$ cat config.mk
export PLATFORM = sky130hd
export DESIGN_NAME = ufrh_top
export DESIGN_NICKNAME = d
export VERILOG_FILES = /design/src/ufrh_frame_timer.v /design/src/ufrh_top.v
export VERILOG_INCLUDE_DIRS = /design/src
export SDC_FILE = /design/constraint.sdc
export NUM_CORES = 1
export LEC_CHECK = 0
export BUFFER_PORTS_ARGS = -buffer_cell sky130_fd_sc_hd__buf_4
export CORE_UTILIZATION = 58
export DETAILED_ROUTE_END_ITERATION = 7
export GPL_TIMING_DRIVEN = 0
export PLACE_DENSITY = 0.86
export SYNTH_ARGS = -nofsm -noshare
export SYNTH_HDL_FRONTEND = slang
export SYNTH_HIERARCHICAL = 1
export SYNTH_SLANG_ARGS = --single-unit
$ cat constraint.sdc
create_clock -name pclk -period 4.1 [get_ports pclk]
set_input_delay 0 -clock pclk [delete_from_list [all_inputs] [get_ports pclk]]
set_output_delay 0 -clock pclk [all_outputs]
set_load 0.02 [all_outputs]
$ cat src/ufrh_consts.vh
// Offsets, field positions, reset values and timing counts of the block.
`ifndef UFRH_CONSTS_VH
`define UFRH_CONSTS_VH

// Byte offsets of the registers on the APB window.
`define UFRH_OFF_INTERVAL   8'h34
`define UFRH_OFF_COUNTDOWN  8'h38
`define UFRH_OFF_FRAMENUM   8'h3C
`define UFRH_OFF_PERIODIC   8'h40
`define UFRH_OFF_LSCUT      8'h44
`define UFRH_OFF_DESC_A     8'h48
`define UFRH_OFF_DESC_B     8'h4C

// Field positions inside the frame interval register.
`define UFRH_FI_MSB         13
`define UFRH_LPB_LSB        16
`define UFRH_LPB_MSB        30
`define UFRH_TOGGLE_BIT     31

// Field positions inside descriptor A.
`define UFRH_PCNT_MSB       7
`define UFRH_PGRP_BIT       8
`define UFRH_APWR_BIT       9
`define UFRH_DTYP_BIT       10
`define UFRH_OCGRP_BIT      11
`define UFRH_OCABS_BIT      12
`define UFRH_PSW_LSB        24
`define UFRH_PSW_MSB        31

// Field positions inside descriptor B.
`define UFRH_RMV_MSB        3
`define UFRH_PPM_LSB        16
`define UFRH_PPM_MSB        19

// Field widths of the shorter registers.
`define UFRH_PS_MSB         13
`define UFRH_LST_MSB        11
`define UFRH_FN_MSB         15

// Reset values.
`define UFRH_RST_INTERVAL   14'h2EDF
`define UFRH_RST_LPB        15'h0000
`define UFRH_RST_PERIODIC   14'h0000
`define UFRH_RST_LSCUT      12'h628
`define UFRH_RST_PGRP       1'h1
`define UFRH_RST_APWR       1'h0
`define UFRH_RST_OCGRP      1'h1
`define UFRH_RST_OCABS      1'h0
`define UFRH_RST_PSW        8'h0F
`define UFRH_RST_RMV        3'h0

// Bit time: the clock rate and the full-speed bit rate in MHz.
`define UFRH_CLK_MHZ        200
`define UFRH_BIT_MHZ        12
// Edges after reset release before the edge at which the straps are caught.
`define UFRH_STRAP_WAIT     2'h2

`endif

$ cat src/ufrh_frame_timer.v
// Frame countdown, toggle copy and frame number counter.
`timescale 1ns/1ps
`include "ufrh_consts.vh"

module ufrh_frame_timer (
    input  wire        pclk,
    input  wire        presetn,
    input  wire        soft_clr,
    input  wire        run,
    input  wire [13:0] interval,
    input  wire        int_toggle,
    output reg  [13:0] countdown_q,
    output reg         cd_toggle_q,
    output reg  [15:0] frame_count_q,
    output reg         frame_start_q
);
    localparam [7:0] ACC_ADD = `UFRH_BIT_MHZ;
    localparam [7:0] ACC_MOD = `UFRH_CLK_MHZ;

    reg  [7:0] acc_q;
    wire [7:0] acc_sum;
    wire       bit_tick;

    // A phase accumulator gives an even average of 12 ticks per 200 edges,
    // since 200 MHz holds no whole number of bit times.
    assign acc_sum  = acc_q + ACC_ADD;
    assign bit_tick = run && (acc_sum >= ACC_MOD);

    // One count per bit time; at zero, reload and open a new frame.
    always @(posedge pclk or negedge presetn) begin
        if (!presetn) begin
            acc_q         <= 8'h00;
            countdown_q   <= `UFRH_RST_INTERVAL;
            cd_toggle_q   <= 1'b0;
            frame_count_q <= 16'h0000;
            frame_start_q <= 1'b0;
        end else if (soft_clr) begin
            acc_q         <= 8'h00;
            countdown_q   <= `UFRH_RST_INTERVAL;
            cd_toggle_q   <= 1'b0;
            frame_count_q <= 16'h0000;
            frame_start_q <= 1'b0;
        end else begin
            frame_start_q <= 1'b0;
            if (!run) begin
                acc_q <= 8'h00;
            end else if (bit_tick) begin
                acc_q <= acc_sum - ACC_MOD;
            end else begin
                acc_q <= acc_sum;
            end
            if (bit_tick) begin
                if (countdown_q == 14'h0000) begin
                    countdown_q   <= interval;
                    cd_toggle_q   <= int_toggle;
                    frame_count_q <= frame_count_q + 16'h0001;
                    frame_start_q <= 1'b1;
                end else begin
                    countdown_q <= countdown_q - 14'h0001;
                end
            end
        end
    end

endmodule

$ cat src/ufrh_top.v
// Frame timing and root hub descriptor registers behind an APB slave.
//
// How it works
// - Writable 14-bit frame interval, reset 2EDFh.
// - Writable 15-bit largest packet field, reset zero.
// - Read-only 14-bit bit-time countdown, reset 2EDFh.
// - At zero, copy interval toggle to countdown toggle.
// - Frame number increments on every reload.
// - Periodic start value opens periodic service.
// - Low-speed cutoff decides late low-speed starts.
// - Port count follows port configuration strap.
// - Power grouping bit, reset one.
// - Always-powered bit, reset zero.
// - Device type bit always reads zero.
// - Overcurrent grouping bit, reset one.
// - Overcurrent-absent bit, reset zero.
// - Writable power settle wait, reset 0Fh.
// - Descriptor fields reset only by hardware reset.
// - Removable flags: bit0 reserved, bits1-3 ports.
// - Port power masks: bit0 reserved, bits1-3 ports.
// - Reserved bits read zero, ignore writes.
//
// Design decision made here: the APB register port.
`timescale 1ns/1ps
`include "ufrh_consts.vh"

module ufrh_top (
    input  wire        pclk,
    input  wire        presetn,
    input  wire        psel,
    input  wire        penable,
    input  wire        pwrite,
    input  wire [7:0]  paddr,
    input  wire [31:0] pwdata,
    output reg  [31:0] prdata,
    output reg         pready,
    output reg         pslverr,
    input  wire        soft_reset,
    input  wire        frame_run,
    input  wire [2:0]  port_config_register,
    input  wire        second_function,
    output reg         sof_q,
    output reg         periodic_active_q,
    output reg         low_speed_ok_q,
    output reg  [7:0]  port_count_q,
    output reg         power_grouping_select_q,
    output reg         always_powered_q,
    output reg         overcurrent_grouping_q,
    output reg         overcurrent_absent_q,
    output reg  [3:0]  removable_flags_q,
    output reg  [3:0]  port_power_masks_q
);

    // Port count for a strap setting; the second function has one port fewer at settings 5 and 3.
    function [7:0] port_count_of;
        input [2:0] cfg;
        input       func2;
        begin
            case (cfg)
                3'h5:    port_count_of = func2 ? 8'h02 : 8'h03;
                3'h4:    port_count_of = 8'h02;
                3'h3:    port_count_of = func2 ? 8'h01 : 8'h02;
                default: port_count_of = 8'h01;
            endcase
        end
    endfunction

    // Default port power masks for a strap setting, ports 3 down to 1.
    function [2:0] mask_default_of;
        input [2:0] cfg;
        input       func2;
        begin
            case (cfg)
                3'h5:    mask_default_of = func2 ? 3'h3 : 3'h7;
                3'h4:    mask_default_of = 3'h3;
                3'h3:    mask_default_of = func2 ? 3'h1 : 3'h3;
                default: mask_default_of = 3'h1;
            endcase
        end
    endfunction

    // Register decode, used by both the read path and the write strobes.
    function addr_is;
        input [7:0] addr;
        input [7:0] offset;
        begin
            addr_is = (addr == offset);
        end
    endfunction

    // Frame timing registers.
    reg  [13:0] frame_interval_q;
    reg  [14:0] largest_packet_bits_q;
    reg         interval_toggle_q;
    reg  [13:0] periodic_start_value_q;
    reg  [11:0] low_speed_cutoff_q;

    // Descriptor registers (hardware reset only).
    reg  [7:0]  power_settle_wait_q;
    reg  [2:0]  removable_q;
    reg  [2:0]  mask_q;

    // Strap synchronisers and capture sequencing.
    reg  [3:0]  strap_s1_q;
    reg  [3:0]  strap_s2_q;
    reg  [1:0]  strap_wait_q;

    // Frame timer outputs.
    wire [13:0] countdown_value;
    wire        countdown_toggle;
    wire [15:0] frame_count;
    wire        frame_start;

    // Bus decode.
    wire        access;
    wire        wr_en;
    reg         hit_d;
    reg  [31:0] rdata_d;

    // The strap pins come from another domain: two flops before use.
    always @(posedge pclk or negedge presetn) begin
        if (!presetn) begin
            strap_s1_q <= 4'h0;
            strap_s2_q <= 4'h0;
        end else begin
            strap_s1_q <= {second_function, port_config_register};
            strap_s2_q <= strap_s1_q;
        end
    end

    // Waits for the synchronised strap after release, then stops.
    always @(posedge pclk or negedge presetn) begin
        if (!presetn) begin
            strap_wait_q <= 2'h0;
        end else if (strap_wait_q != 2'h3) begin
            strap_wait_q <= strap_wait_q + 2'h1;
        end
    end

    // The access phase takes two cycles so that every answer is registered.
    assign access = psel && penable;
    assign wr_en  = access && pwrite && pready;

    // Read mux; unmapped offsets answer zero with an error.
    always @* begin
        hit_d   = 1'b1;
        rdata_d = 32'h0000_0000;
        if (addr_is(paddr, `UFRH_OFF_INTERVAL)) begin
            rdata_d[`UFRH_FI_MSB:0] = frame_interval_q;
            rdata_d[`UFRH_LPB_MSB:`UFRH_LPB_LSB] = largest_packet_bits_q;
            rdata_d[`UFRH_TOGGLE_BIT] = interval_toggle_q;
        end else if (addr_is(paddr, `UFRH_OFF_COUNTDOWN)) begin
            rdata_d[`UFRH_FI_MSB:0] = countdown_value;
            rdata_d[`UFRH_TOGGLE_BIT] = countdown_toggle;
        end else if (addr_is(paddr, `UFRH_OFF_FRAMENUM)) begin
            rdata_d[`UFRH_FN_MSB:0] = frame_count;
        end else if (addr_is(paddr, `UFRH_OFF_PERIODIC)) begin
            rdata_d[`UFRH_PS_MSB:0] = periodic_start_value_q;
        end else if (addr_is(paddr, `UFRH_OFF_LSCUT)) begin
            rdata_d[`UFRH_LST_MSB:0] = low_speed_cutoff_q;
        end else if (addr_is(paddr, `UFRH_OFF_DESC_A)) begin
            rdata_d[`UFRH_PCNT_MSB:0] = port_count_q;
            rdata_d[`UFRH_PGRP_BIT]   = power_grouping_select_q;
            rdata_d[`UFRH_APWR_BIT]   = always_powered_q;
            rdata_d[`UFRH_DTYP_BIT]   = 1'b0;
            rdata_d[`UFRH_OCGRP_BIT]  = overcurrent_grouping_q;
            rdata_d[`UFRH_OCABS_BIT]  = overcurrent_absent_q;
            rdata_d[`UFRH_PSW_MSB:`UFRH_PSW_LSB] = power_settle_wait_q;
        end else if (addr_is(paddr, `UFRH_OFF_DESC_B)) begin
            rdata_d[`UFRH_RMV_MSB:1] = removable_q;
            rdata_d[`UFRH_PPM_MSB:`UFRH_PPM_LSB+1] = mask_q;
        end else begin
            hit_d = 1'b0;
        end
    end

    // APB answer: pready rises one cycle into the access phase.
    always @(posedge pclk or negedge presetn) begin
        if (!presetn) begin
            pready  <= 1'b0;
            pslverr <= 1'b0;
            prdata  <= 32'h0000_0000;
        end else if (access && !pready) begin
            pready  <= 1'b1;
            pslverr <= !hit_d;
            prdata  <= pwrite ? 32'h0000_0000 : rdata_d;
        end else begin
            pready  <= 1'b0;
            pslverr <= 1'b0;
        end
    end

    // Frame timing settings; the controller-level reset clears them too.
    // The driver must flip the toggle with each new interval, so the
    // written toggle is stored as given and never changed here.
    always @(posedge pclk or negedge presetn) begin
        if (!presetn) begin
            frame_interval_q       <= `UFRH_RST_INTERVAL;
            largest_packet_bits_q  <= `UFRH_RST_LPB;
            interval_toggle_q      <= 1'b0;
            periodic_start_value_q <= `UFRH_RST_PERIODIC;
            low_speed_cutoff_q     <= `UFRH_RST_LSCUT;
        end else if (soft_reset) begin
            frame_interval_q       <= `UFRH_RST_INTERVAL;
            largest_packet_bits_q  <= `UFRH_RST_LPB;
            interval_toggle_q      <= 1'b0;
            periodic_start_value_q <= `UFRH_RST_PERIODIC;
            low_speed_cutoff_q     <= `UFRH_RST_LSCUT;
        end else if (wr_en && !pslverr) begin
            if (addr_is(paddr, `UFRH_OFF_INTERVAL)) begin
                frame_interval_q <= pwdata[`UFRH_FI_MSB:0];
                largest_packet_bits_q <=
                    pwdata[`UFRH_LPB_MSB:`UFRH_LPB_LSB];
                interval_toggle_q <= pwdata[`UFRH_TOGGLE_BIT];
            end
            if (addr_is(paddr, `UFRH_OFF_PERIODIC)) begin
                periodic_start_value_q <= pwdata[`UFRH_PS_MSB:0];
            end
            if (addr_is(paddr, `UFRH_OFF_LSCUT)) begin
                low_speed_cutoff_q <= pwdata[`UFRH_LST_MSB:0];
            end
        end
    end

    // Descriptor A fields. Only presetn restores them; soft_reset is not
    // looked at, so a controller reset keeps the driver's hub setup.
    always @(posedge pclk or negedge presetn) begin
        if (!presetn) begin
            power_grouping_select_q <= `UFRH_RST_PGRP;
            always_powered_q        <= `UFRH_RST_APWR;
            overcurrent_grouping_q  <= `UFRH_RST_OCGRP;
            overcurrent_absent_q    <= `UFRH_RST_OCABS;
            power_settle_wait_q     <= `UFRH_RST_PSW;
        end else if (wr_en && addr_is(paddr, `UFRH_OFF_DESC_A)) begin
            power_grouping_select_q <= pwdata[`UFRH_PGRP_BIT];
            always_powered_q        <= pwdata[`UFRH_APWR_BIT];
            overcurrent_grouping_q  <= pwdata[`UFRH_OCGRP_BIT];
            overcurrent_absent_q    <= pwdata[`UFRH_OCABS_BIT];
            power_settle_wait_q     <=
                pwdata[`UFRH_PSW_MSB:`UFRH_PSW_LSB];
        end
    end

    // Descriptor B fields. The mask default depends on the strap, which a
    // reset flop may not take, so it is caught once the strap has settled.
    always @(posedge pclk or negedge presetn) begin
        if (!presetn) begin
            removable_q <= `UFRH_RST_RMV;
            mask_q      <= 3'h0;
        end else if (strap_wait_q == `UFRH_STRAP_WAIT) begin
            mask_q <= mask_default_of(strap_s2_q[2:0], strap_s2_q[3]);
        end else if (wr_en && addr_is(paddr, `UFRH_OFF_DESC_B)) begin
            removable_q <= pwdata[`UFRH_RMV_MSB:1];
            mask_q      <= pwdata[`UFRH_PPM_MSB:`UFRH_PPM_LSB+1];
        end
    end

    // Frame countdown, toggle copy and frame number.
    ufrh_frame_timer u_timer (
        .pclk          (pclk),
        .presetn       (presetn),
        .soft_clr      (soft_reset),
        .run           (frame_run),
        .interval      (frame_interval_q),
        .int_toggle    (interval_toggle_q),
        .countdown_q   (countdown_value),
        .cd_toggle_q   (countdown_toggle),
        .frame_count_q (frame_count),
        .frame_start_q (frame_start)
    );

    // Frame status for the list scheduler, all registered. Periodic work
    // opens once the countdown falls to the start value; a low-speed packet
    // may start only while more than the cutoff remains, which keeps it off
    // the end-of-frame guard.
    always @(posedge pclk or negedge presetn) begin
        if (!presetn) begin
            sof_q             <= 1'b0;
            periodic_active_q <= 1'b0;
            low_speed_ok_q    <= 1'b0;
        end else begin
            sof_q <= frame_start;
            periodic_active_q <= frame_run &&
                (countdown_value <= periodic_start_value_q);
            low_speed_ok_q <= frame_run &&
                (countdown_value > {2'b00, low_speed_cutoff_q});
        end
    end

    // Descriptor fields offered to the port logic, reserved bits at zero.
    always @(posedge pclk or negedge presetn) begin
        if (!presetn) begin
            port_count_q       <= 8'h00;
            removable_flags_q  <= 4'h0;
            port_power_masks_q <= 4'h0;
        end else begin
            port_count_q <=
                port_count_of(strap_s2_q[2:0], strap_s2_q[3]);
            removable_flags_q  <= {removable_q, 1'b0};
            port_power_masks_q <= {mask_q, 1'b0};
        end
    end

endmodule

==> impl_metrics.env, run 1 <==
export IMPL_drt_iter0_markers=1228
export IMPL_n_fill_cell=1062
export IMPL_period_needed_ns=2.75
export IMPL_r2r_slack_ns=1.35
export IMPL_cp_startpoint="u_timer/acc_q[2]$_DFF_PN0_"
export IMPL_drt_pass1_iter_count=7
export IMPL_wl_per_cell_um=21.9
export IMPL_fin_cells=1281
export IMPL_final_common_cell="dfrtp_1"
export IMPL_drtAntennaViolNets=0
export IMPL_cp_cell_sequence="buf_2, inv_1, ha_1, nand3b_1, nor3_1, o31ai_4, buf_4, o311ai_0, o41ai_1"
export IMPL_final_nets=1164
export IMPL_hp_class="primary input to flop"
export IMPL_wirelength_um=28100
export IMPL_post_cts_resize_count=0
export IMPL_antenna_found_initial=0
export IMPL_area_growth_pct=22.8
export IMPL_rows=45
export IMPL_synth_seq_area_share=0.469
export IMPL_status="finished, final reports clean"
export IMPL_routabilityCongestion=1.00
export IMPL_synth_distinct_cells=83
export IMPL_clock_sinks=167
export IMPL_cts_tree="done"
export IMPL_setup_violations=0
export IMPL_finalCritPeriodShare=0.670
export IMPL_clk_latency_ns=0.44
export IMPL_grt_util_all_layers=0.364
export IMPL_via_count=8431
export IMPL_path_class="flop to flop"
export IMPL_grt_ovfl_total=0
export IMPL_drive_gt1_frac=0.231
export IMPL_synth_ff_type="dfrtp_1"
export IMPL_dpl_hpwl_um=19300
export IMPL_core_area_um2=15100
export IMPL_fp_dieW_um=127
export IMPL_final_cell_mix="135 x dfrtp_1, 120 x nand2_1, 109 x buf_4"
export IMPL_grt_pass1_wl_um=44200
export IMPL_cp_arrival_ns=3.05
export IMPL_portBuffers=97
export IMPL_hold_path_depth=4
export IMPL_rsz0062_at_grt="no"
export IMPL_power_density_nw_per_um2=327
export IMPL_drc=0
export IMPL_holdPathEnd="prdata[11]$_DFFE_PN0P_"
export IMPL_insertedDiodeCount=0
export IMPL_skew_ns=0.0107
export IMPL_cts_max_path_buffers=2
export IMPL_synth_seq_cells=167
export IMPL_tightest_slew_ns=1.01
export IMPL_synth_cells=916
export IMPL_cts_htree_levels=4
export IMPL_multi_input_area_um2=4270
export IMPL_relSlewSlack=0.319
export IMPL_regArea_um2=4220
export IMPL_power_mw=3.62
export IMPL_cts_root_buf="clkbuf_16"
export IMPL_max_stage_delay_ns=0.45
export IMPL_cts_clk_slew_worst_paths_ns=0.07
export IMPL_synth_edf_count=0
export IMPL_num_io_pins=108
export IMPL_numCtsBuffers=17
export IMPL_reg2reg_to="u_timer/frame_count_q[7]$_DFFE_PN0P_"
export IMPL_worstPathMaxFanout=10
export IMPL_drv_cap=0
export IMPL_syn_area_um2=8990
export IMPL_slew_violations=0
export IMPL_grt_pass1_vias=8258
export IMPL_crit_slowest_cell="o311ai_0"
export IMPL_finalSetupTns_ns=0
export IMPL_hold_ws_ns=0.0392
export IMPL_vias_per_cell=6.58
export IMPL_min_from="paddr[1]"
export IMPL_finalHoldViolCount=0
export IMPL_async_reset_ff_frac=1.00
export IMPL_start_util=0.594
export IMPL_cellLeakagePower_nw=4.94
export IMPL_syn_avg_cell_area_um2=9.81
export IMPL_r2r_cells=9
export IMPL_cp_end_kind="flop"
export IMPL_cp_start_kind="flop"
export IMPL_max_freq_ghz=0.364
export IMPL_yosysWarnings=6
export IMPL_cp_required_ns=4.40
export IMPL_dieHeight_um=127
export IMPL_grt_start_max_net_pins=95
export IMPL_peakVddDrop_mv=0.323
export IMPL_die_area_um2=16000
export IMPL_r2r_start="u_timer/acc_q[2]$_DFF_PN0_"
export IMPL_dp_cells=1209
==> critical path: cells and delay by family (launching register included) <==
| kind | cells | cell delay, ns |
|---|---|---|
| AO/OA/AOI/OAI | 3 | 0.81 |
| adder cells (fa/ha/maj) | 1 | 0.29 |
| buffers and inverters | 3 | 0.50 |
| flip-flops | 1 | 0.34 |
| AND/OR/NAND/NOR | 2 | 0.67 |
==> registers in the layout, indices dropped and copies added (netlist names), 6 cells and up <==
name and cells:
u_timer/countdown_q 14, low_speed_cutoff_q 12, u_timer/frame_count_q 16, u_timer/acc_q 6, largest_packet_bits_q 15, power_settle_wait_q 8
prdata 32, frame_interval_q 14, periodic_start_value_q 14
==> kinds of logic (layout without fill, tap and decap cells) <==
logic type,count (synthesis),in the layout,share of synthesized area
xor+xnor,3,3,0.00292
buf+inv,114,284,0.0585
fa+ha+maj,33,33,0.0459
flops,167,167,0.469
other cells,1,8,0.000417
mux,33,33,0.0408
simple gates,329,329,0.192
compound gates,236,236,0.190
==> cell type report <==
type                    count  area share
plain buffers              56      0.0279
repair buffers            138       0.105
flip-flops and latches    167       0.382
clock inverters            15      0.0181
inverters                  58      0.0197
well taps                 188      0.0213
multi-input cells         642       0.387
clock buffers              17      0.0385
==> power breakdown <==
| group | switching [mW] | internal (mW) | total [mW] |
|---|---|---|---|
| combinational | 0.180 | 0.114 | 0.294 |
| clock | 0.812 | 0.836 | 1.65 |
| sequential | 0.0112 | 1.66 | 1.67 |
| total | 1.00 | 2.61 | 3.62 |
==> repair_timing <==
| item | CTS | global route |
|---|---|---|
| setup buffers | 0 | 0 |
| hold buffers | 40 | 0 |
| endpoints found under the hold margin | 161 | 0 |
==> routing by layer <==
metal,part of all wire,GRT usage,vias up
li1,-,-,3663
met1,0.38,0.483,4066
met2,0.46,0.566,574
met3,0.11,0.0789,128
met4,0.047,0.189,0
met5,0,0,-
==> synthesized netlist by cell type, drive strengths merged (5+ instances only) <==
library cell,n,area (um2)
dfrtp,135,3380
nand2,128,500
inv,57,214
a21oi,51,285
nor2,47,179
o21ai,43,215
ha,33,413
dfstp,32,841
buf,30,210
nor3,27,166
clkbuf,26,97.6
nand3,24,125
a22o,22,193
mux2,19,214
nor2b,16,100
nand4,15,115
nand3b,14,105
a31oi,13,81.3
mux2i,13,130
o41ai,12,105
nand2b,11,68.8
o311ai,11,96.3
a222oi,10,100
or2,10,62.6
nor4,9,68.8
o211ai,9,72.6
a211o,8,70.1
and3,6,37.5
a211oi,5,37.5
and4,5,46.3
o21a,5,37.5
==> per-stage QoR <==
stage                     utilization  area, um2  setup WS (ns)
after floorplan                     -       9020           1.86
after global placement          0.659       9980           1.49
after detailed placement        0.661      10000           1.47
after CTS                       0.729      11000           1.43
after global routing            0.729      11000           1.22
final                           0.729      11000           1.35
==> worst max path at each step <==
stage               cells past startpoint                                    end  slack, ns
floorplan                               9     u_timer/countdown_q[8]$_DFFE_PN0P_       1.86
global placement                        8     u_timer/countdown_q[5]$_DFFE_PN0P_       1.49
detailed placement                      8     u_timer/countdown_q[5]$_DFFE_PN0P_       1.47
CTS                                     9  u_timer/frame_count_q[13]$_DFFE_PN0P_       1.43
global route                            8     u_timer/countdown_q[9]$_DFFE_PN1P_       1.22
finish                                  9   u_timer/frame_count_q[7]$_DFFE_PN0P_       1.35
Power figures use the tool's default switching activity.
==> inputs of run 2 (changes only) <==
--- a/config.mk
+++ b/config.mk
@@ -6,11 +6,12 @@
 export SDC_FILE = /design/constraint.sdc
 export NUM_CORES = 1
 export LEC_CHECK = 0
+export ABC_AREA = 1
 export BUFFER_PORTS_ARGS = -buffer_cell sky130_fd_sc_hd__buf_4
 export CORE_UTILIZATION = 58
 export DETAILED_ROUTE_END_ITERATION = 7
 export GPL_TIMING_DRIVEN = 0
-export PLACE_DENSITY = 0.86
+export PLACE_DENSITY = 0.85
 export SYNTH_ARGS = -nofsm -noshare
 export SYNTH_HDL_FRONTEND = slang
 export SYNTH_HIERARCHICAL = 1
==> constraint.sdc (replaced) <==
create_clock -name pclk -period 2.9 [get_ports pclk]
set_input_delay 0 -clock pclk [delete_from_list [all_inputs] [get_ports pclk]]
set_output_delay 0 -clock pclk [all_outputs]
set_load 0.02 [all_outputs]
==> run 2 against run 1 <==
Via count up 5.8%; synthesized area up 2.7%; design area up 2.3%; clock power up 40%; sequential share of layout area down 0.88 points; synthesized cell count up 25%; die area up 2.7%; flip-flop and latch count unchanged; wire length up 2.5%; cell count up 20%; clock skew down 0.0010 ns; global-route usage up 0.65 points; critical path type is now primary input to flop; largest power group unchanged.
==> impl_metrics.env, run 2 <==
export IMPL_status="finished, final reports clean"
export IMPL_grt_ovfl_total=0
export IMPL_cp_top_family="buffers and inverters"
export IMPL_tightest_slew_ns=0.812
export IMPL_cp_cell_sequence="dlygate4sd3_1, buf_4, nand2_1, dlygate4sd3_1, nor2_2, inv_2, clkbuf_1, nand2_1, o21ai_0, inv_1, nand2_1"
export IMPL_cts_max_path_buffers=2
export IMPL_post_cts_resize_count=0
export IMPL_final_common_cell="nand2_1"
export IMPL_drive_gt1_frac=0.212
export IMPL_cellLeakagePower_nw=5.56
export IMPL_peakVddDrop_mv=0.445
export IMPL_cts_setup_buffers=0
export IMPL_cp_start_kind="primary input"
export IMPL_cts_tree="done"
export IMPL_wl_per_cell_um=18.7
export IMPL_rsz0062_at_grt="no"
export IMPL_async_reset_ff_frac=1.00
export IMPL_antenna_found_initial=0
export IMPL_grt_start_max_net_pins=123
export IMPL_max_freq_ghz=0.437
export IMPL_synth_fa_ha_area_frac=0.0447
export IMPL_cts_clk_slew_worst_paths_ns=0.08
export IMPL_synth_ff_type="dfrtp_1"
export IMPL_numCtsBuffers=17
export IMPL_grt_pass1_vias=8635
export IMPL_r2r_start="u_timer/countdown_q[0]$_DFFE_PN1P_"
export IMPL_slew_violations=0
export IMPL_synth_top_area_cell="dfrtp_1"
export IMPL_cts_root_buf="clkbuf_16"
export IMPL_synth_distinct_cells=53
export IMPL_hold_ws_ns=0.0210
export IMPL_largest_reg_flops=32
export IMPL_synth_cells=1146
export IMPL_n_fill_cell=1068
export IMPL_clk_latency_ns=0.45
export IMPL_cp_end_kind="flop"
export IMPL_syn_avg_cell_area_um2=8.06
export IMPL_reg_largest_list="prdata (32), u_timer/frame_count_q (16), largest_packet_bits_q (15)"
export IMPL_yosys_area_top_type_share=0.366
export IMPL_synth_top_family_by_area="simple AND/OR/NAND/NOR gates"
export IMPL_setup_violations=0
export IMPL_post_synth_top_count_cell="nand2_1"
export IMPL_drc=0
export IMPL_via_count=8919
export IMPL_rows=45
export IMPL_finalCritPeriodShare=0.790
export IMPL_synth_seq_area_share=0.457
export IMPL_worstPathMaxFanout=10
export IMPL_path_class="primary input to flop"
export IMPL_crit_slowest_cell="clkbuf_1"
export IMPL_num_io_pins=108
export IMPL_routabilityCongestion=0.951
export IMPL_clock_sinks=167
export IMPL_grt_util_all_layers=0.371
export IMPL_insertedDiodeCount=0
export IMPL_grt_pass1_wl_um=45500
export IMPL_crit_buf_inv=6
export IMPL_yosysWarnings=6
export IMPL_die_area_um2=16400
export IMPL_wirelength_um=28800
export IMPL_dpl_hpwl_um=19000
export IMPL_drt_pass1_iter_count=6
export IMPL_syn_area_um2=9230
export IMPL_start_util=0.601
export IMPL_synth_edf_count=0
export IMPL_finalHoldViolCount=0
export IMPL_synth_simple_area_share=0.281
export IMPL_synth_common_cells="319 x nand2_1, 135 x dfrtp_1, 122 x inv_1"
export IMPL_vias_per_cell=5.81
export IMPL_drt_iter0_markers=884
export IMPL_synth_compound_area_frac=0.112
export IMPL_area_growth_pct=22.4
export IMPL_core_area_um2=15400
export IMPL_drv_cap=0
export IMPL_dieHeight_um=128
export IMPL_hp_class="primary input to asynchronous set/reset pin"
export IMPL_cp_arrival_ns=2.67
export IMPL_period_needed_ns=2.29
export IMPL_portBuffers=97
export IMPL_synth_area_leaders="dfrtp_1 37%, nand2_1 13%, dfstp_2 9.1%, nand3_1 5.4%, inv_1 5.0%"
export IMPL_final_nets=1395
export IMPL_drtAntennaViolNets=0
export IMPL_finalSetupTns_ns=0
export IMPL_r2r_cells=10
export IMPL_synth_seq_cells=167
export IMPL_skew_ns=0.00966
export IMPL_crit_path_frequent_cell="nand2_1"
export IMPL_relSlewSlack=0.459
export IMPL_regMostFlops="prdata"
export IMPL_synth_mux_area_frac=0.00122
export IMPL_r2r_slack_ns=0.83
export IMPL_max_stage_delay_ns=0.64
export IMPL_reg2reg_to="u_timer/frame_count_q[7]$_DFFE_PN0P_"
export IMPL_cp_required_ns=3.28
export IMPL_cts_htree_levels=4
export IMPL_synthXorXnorAreaFrac=0.0161
export IMPL_final_cell_mix="319 x nand2_1, 135 x dfrtp_1, 122 x inv_1"
export IMPL_fp_dieW_um=128
export IMPL_power_density_nw_per_um2=485
## run 2: cell types whose count changed in the layout (fill, tap and decap cells not counted), moves of 13 or more
cell,before,now
mux2_2,15,1
inv_2,0,13
nor2_1,46,99
clkbuf_1,26,9
nand2_1,120,319
a22o_1,22,1
nor3_1,22,5
o21ai_0,43,66
inv_1,57,122
a21oi_1,43,29
nor2b_1,16,0
nand3_1,23,100
mux2i_1,13,0
## run 2: layout make-up
class	instances	area, um2	area share
plain buffers	44	297	0.0262
clock buffers	17	425	0.0376
flip-flops and latches	167	4220	0.373
inverters	138	519	0.0460
well taps	211	264	0.0234
clock inverters	15	176	0.0156
repair buffers	139	1170	0.104
multi-input cells	804	4230	0.374
## run 2: how the worst max path moves through the flow
stage / from / to / slack, ns / cells past startpoint
final: penable / prdata[6]$_DFFE_PN0P_ / 0.61 / 11
after global routing: penable / prdata[6]$_DFFE_PN0P_ / 0.51 / 11
after CTS: penable / prdata[6]$_DFFE_PN0P_ / 0.69 / 11
after detailed placement: u_timer/countdown_q[1]$_DFFE_PN1P_ / u_timer/frame_count_q[7]$_DFFE_PN0P_ / 0.91 / 10
after global placement: presetn / sof_q$_DFF_PN0_ / 0.93 / 1
after floorplan: u_timer/countdown_q[0]$_DFFE_PN1P_ / u_timer/countdown_q[6]$_DFFE_PN1P_ / 1.19 / 11
## run 2: cell families after synthesis
logic type / after synthesis
buffers and inverters: 182
and+or+nand+nor: 584
DFF: 167
other: 1
xor gates and xnor gates: 17
adders and majority gates: 33
muxes: 1
AOI/OAI and AO/OA: 161
## run 2: stage by stage
stage,total power [mW],cell area (um2),worst slack [ns],utilization,instances
after detailed placement,3.13,10300,0.913,0.669,1462
after global placement,3.10,10300,0.926,0.667,1461
after global routing,5.65,11300,0.506,0.735,1535
final,5.48,11300,0.609,0.735,1535
after CTS,5.44,11300,0.692,0.735,1535
after floorplan,2.87,9260,1.19,-,1153
## run 2: metal layers
metal | track usage | up-vias | share of wire
met2 | 0.580 | 584 | 0.47
li1 | - | 4003 | -
met3 | 0.0922 | 125 | 0.098
met1 | 0.471 | 4207 | 0.38
met4 | 0.212 | 0 | 0.058
met5 | 0 | - | 0
## run 2: power breakdown
group / switching [mW] / internal (mW) / total (mW) / leakage, nW
combinational: 0.404 / 0.253 / 0.657 / 3.12
clock: 1.15 / 1.17 / 2.31 / 0.288
sequential: 0.0896 / 2.42 / 2.50 / 2.15
## run 2: what timing repair did
action	4_1_cts	5_1_grt
hold buffers	41	0
setup endpoints to repair	0	0
hold endpoints to repair	221	0
==> inputs of run 3 (changes only) <==
--- a/config.mk
+++ b/config.mk
@@ -8,10 +8,10 @@
 export LEC_CHECK = 0
 export ABC_AREA = 1
 export BUFFER_PORTS_ARGS = -buffer_cell sky130_fd_sc_hd__buf_4
-export CORE_UTILIZATION = 58
+export CORE_UTILIZATION = 53
 export DETAILED_ROUTE_END_ITERATION = 7
 export GPL_TIMING_DRIVEN = 0
-export PLACE_DENSITY = 0.85
+export PLACE_DENSITY = 0.82
 export SYNTH_ARGS = -nofsm -noshare
 export SYNTH_HDL_FRONTEND = slang
 export SYNTH_HIERARCHICAL = 1
==> constraint.sdc (replaced) <==
create_clock -name pclk -period 1.8 [get_ports pclk]
set_input_delay 0 -clock pclk [delete_from_list [all_inputs] [get_ports pclk]]
set_output_delay 0 -clock pclk [all_outputs]
set_load 0.02 [all_outputs]
==> run 3 against run 2 <==
The flow now finishes with violations (setup timing); critical path depth fell by 4; cell count is 2.1% higher; worst setup slack worse by 0.62 ns; non-clock buffer count increased by 23; count of clock-buffer cells in the layout is the same; critical path type is now flop to flop.
==> impl_metrics.env, run 3 (synthesis results as in run 2) <==
export IMPL_routabilityCongestion=0.930
export IMPL_reg_largest_list="prdata (32), u_timer/frame_count_q (16), largest_packet_bits_q (15)"
export IMPL_cts_root_buf="clkbuf_16"
export IMPL_dieHeight_um=134
export IMPL_hold_path_depth=5
export IMPL_fp_dieW_um=134
export IMPL_clock_sinks=167
export IMPL_cp_end_kind="flop"
export IMPL_grt_pass1_vias=8391
export IMPL_drt_pass1_iter_count=5
export IMPL_hp_class="primary input to flop"
export IMPL_setup_violations=1
export IMPL_clk_latency_ns=0.44
export IMPL_crit_slowest_cell="dlygate4sd3_1"
export IMPL_final_cell_mix="315 x nand2_1, 132 x dfrtp_1, 130 x buf_4"
export IMPL_drive_gt1_frac=0.249
export IMPL_cp_start_kind="flop"
export IMPL_n_fill_cell=1225
export IMPL_finalSetupTns_ns=-0.0106
export IMPL_cp_top_family="simple AND/OR/NAND/NOR gates"
export IMPL_power_mw=8.81
export IMPL_cellLeakagePower_nw=5.74
export IMPL_start_util=0.549
export IMPL_core_area_um2=16800
export IMPL_wirelength_um=29500
export IMPL_grt_ovfl_total=0
export IMPL_fin_ws_ns=-0.0106
export IMPL_slew_violations=0
export IMPL_rsz0062_at_grt="yes"
export IMPL_grt_start_max_net_pins=90
export IMPL_cp_depth=7
export IMPL_max_freq_ghz=0.552
export IMPL_vias_per_cell=5.74
export IMPL_largest_reg_flops=32
export IMPL_die_area_um2=18000
export IMPL_wl_per_cell_um=18.8
export IMPL_rows=47
export IMPL_cts_htree_levels=4
export IMPL_max_stage_delay_ns=0.57
export IMPL_path_class="flop to flop"
export IMPL_period_needed_ns=1.81
export IMPL_status="finished, violations left"
export IMPL_via_count=8999
export IMPL_regMostFlops="prdata"
export IMPL_drc=0
export IMPL_worstPathMaxFanout=3
export IMPL_num_io_pins=108
export IMPL_numCtsBuffers=17
export IMPL_drtAntennaViolNets=0
export IMPL_finalCritPeriodShare=1.01
export IMPL_dpl_hpwl_um=19700
export IMPL_insertedDiodeCount=0
export IMPL_cp_cell_sequence="nand2_2, nor3_4, nand2_4, nor2_4, nand2_1, dlygate4sd3_1, o21ai_0"
export IMPL_r2r_cells=7
export IMPL_drv_cap=0
export IMPL_finalHoldViolCount=0
export IMPL_final_nets=1418
export IMPL_cts_clk_slew_worst_paths_ns=0.07
export IMPL_peakVddDrop_mv=0.725
export IMPL_relSlewSlack=0.582
export IMPL_grt_pass1_wl_um=44600
export IMPL_drt_iter0_markers=901
export IMPL_cp_arrival_ns=2.17
export IMPL_grt_util_all_layers=0.328
export IMPL_cp_required_ns=2.16
export IMPL_cts_max_path_buffers=2
export IMPL_crit_buf_inv=1
export IMPL_area_growth_pct=26.4
export IMPL_skew_ns=0.00810
export IMPL_power_density_nw_per_um2=755
export IMPL_cts_tree="done"
export IMPL_antenna_found_initial=0
export IMPL_portBuffers=97
export IMPL_final_common_cell="nand2_1"
export IMPL_tightest_slew_ns=0.628
export IMPL_violations="setup timing"
-- run 3: changes by cell type in the layout (fill, tap and decap cells not counted), sizes merged --
| cell | previous run | this run |
|---|---|---|
| clkinv | 8 | 6 |
| buf | 132 | 152 |
| inv | 143 | 146 |
| clkinvlp | 2 | 1 |
| clkbuf | 27 | 30 |
-- run 3: timing repair --
item                       CTS  global route
buffers inserted             5            16
setup endpoints to repair   34            37
resized for setup           14            36
hold endpoints to repair   159             0
pin swaps                    1            19
gates cloned                 0             2
hold buffers                41             0
-- run 3: path summary, 6_finish.rpt --
path | startpoint | to | slack, ns
max | pready$_DFF_PN0_ | largest_packet_bits_q[0]$_DFFE_PN0P_ | -0.01
min in group asynchronous | presetn | strap_wait_q[0]$_DFFE_PN0P_ | 0.13
min reg2reg | strap_s1_q[3]$_DFF_PN0_ | strap_s2_q[3]$_DFF_PN0_ | 0.35
max in group asynchronous | presetn | power_settle_wait_q[3]$_DFFE_PN1P_ | 0.81
min | paddr[5] | pslverr$_DFF_PN0_ | 0.11
max reg2reg | pready$_DFF_PN0_ | largest_packet_bits_q[0]$_DFFE_PN0P_ | -0.01
-- run 3: worst min-delay path, cell delays in order --
cell and delay [ns]:
buf_4 0.08, inv_1 0.03, nand2_1 0.12, o31ai_1 0.09
nor3_1 0.16
-- run 3: power breakdown --
part	leakage [nW]	total, mW	internal [mW]	switching, mW
logic	3.31	1.14	0.451	0.691
registers	2.15	4.03	3.89	0.139
clock network	0.282	3.64	1.85	1.79
total	5.74	8.81	6.19	2.62
-- run 3: stage by stage --
stage	hold slack (ns)	setup slack [ns]	instances	util	cell area [um2]
6_report	0.107	-0.0106	1567	0.694	11700
5_1_grt	0.169	-0.0973	1567	0.694	11700
4_1_cts	0.119	0.0137	1549	0.676	11400
3_5_place_dp	0.0325	-0.196	1471	0.612	10300
3_3_place_gp	0.110	-0.194	1470	0.610	10300
2_1_floorplan	-0.296	0.0867	1153	-	9260
-- run 3: layer usage --
metal / share of wire / track usage / wire length (um) / up-vias
met5: 0 / 0 / 0 / -
met3: 0.098 / 0.0937 / 2880 / 110
met1: 0.39 / 0.421 / 11400 / 4278
met2: 0.47 / 0.514 / 13800 / 561
met4: 0.046 / 0.153 / 1370 / 0
li1: - / - / - / 4050
-- run 3: area by class of cell --
cell class,count,area (um2),area share
Multi-Input combinational cell,804,4380,0.375
Sequential cell,167,4220,0.362
Timing Repair Buffer,162,1390,0.119
Inverter,138,522,0.0447
Clock buffer,17,425,0.0365
Buffer,44,318,0.0272
Tap cell,220,275,0.0236
Clock inverter,15,146,0.0125
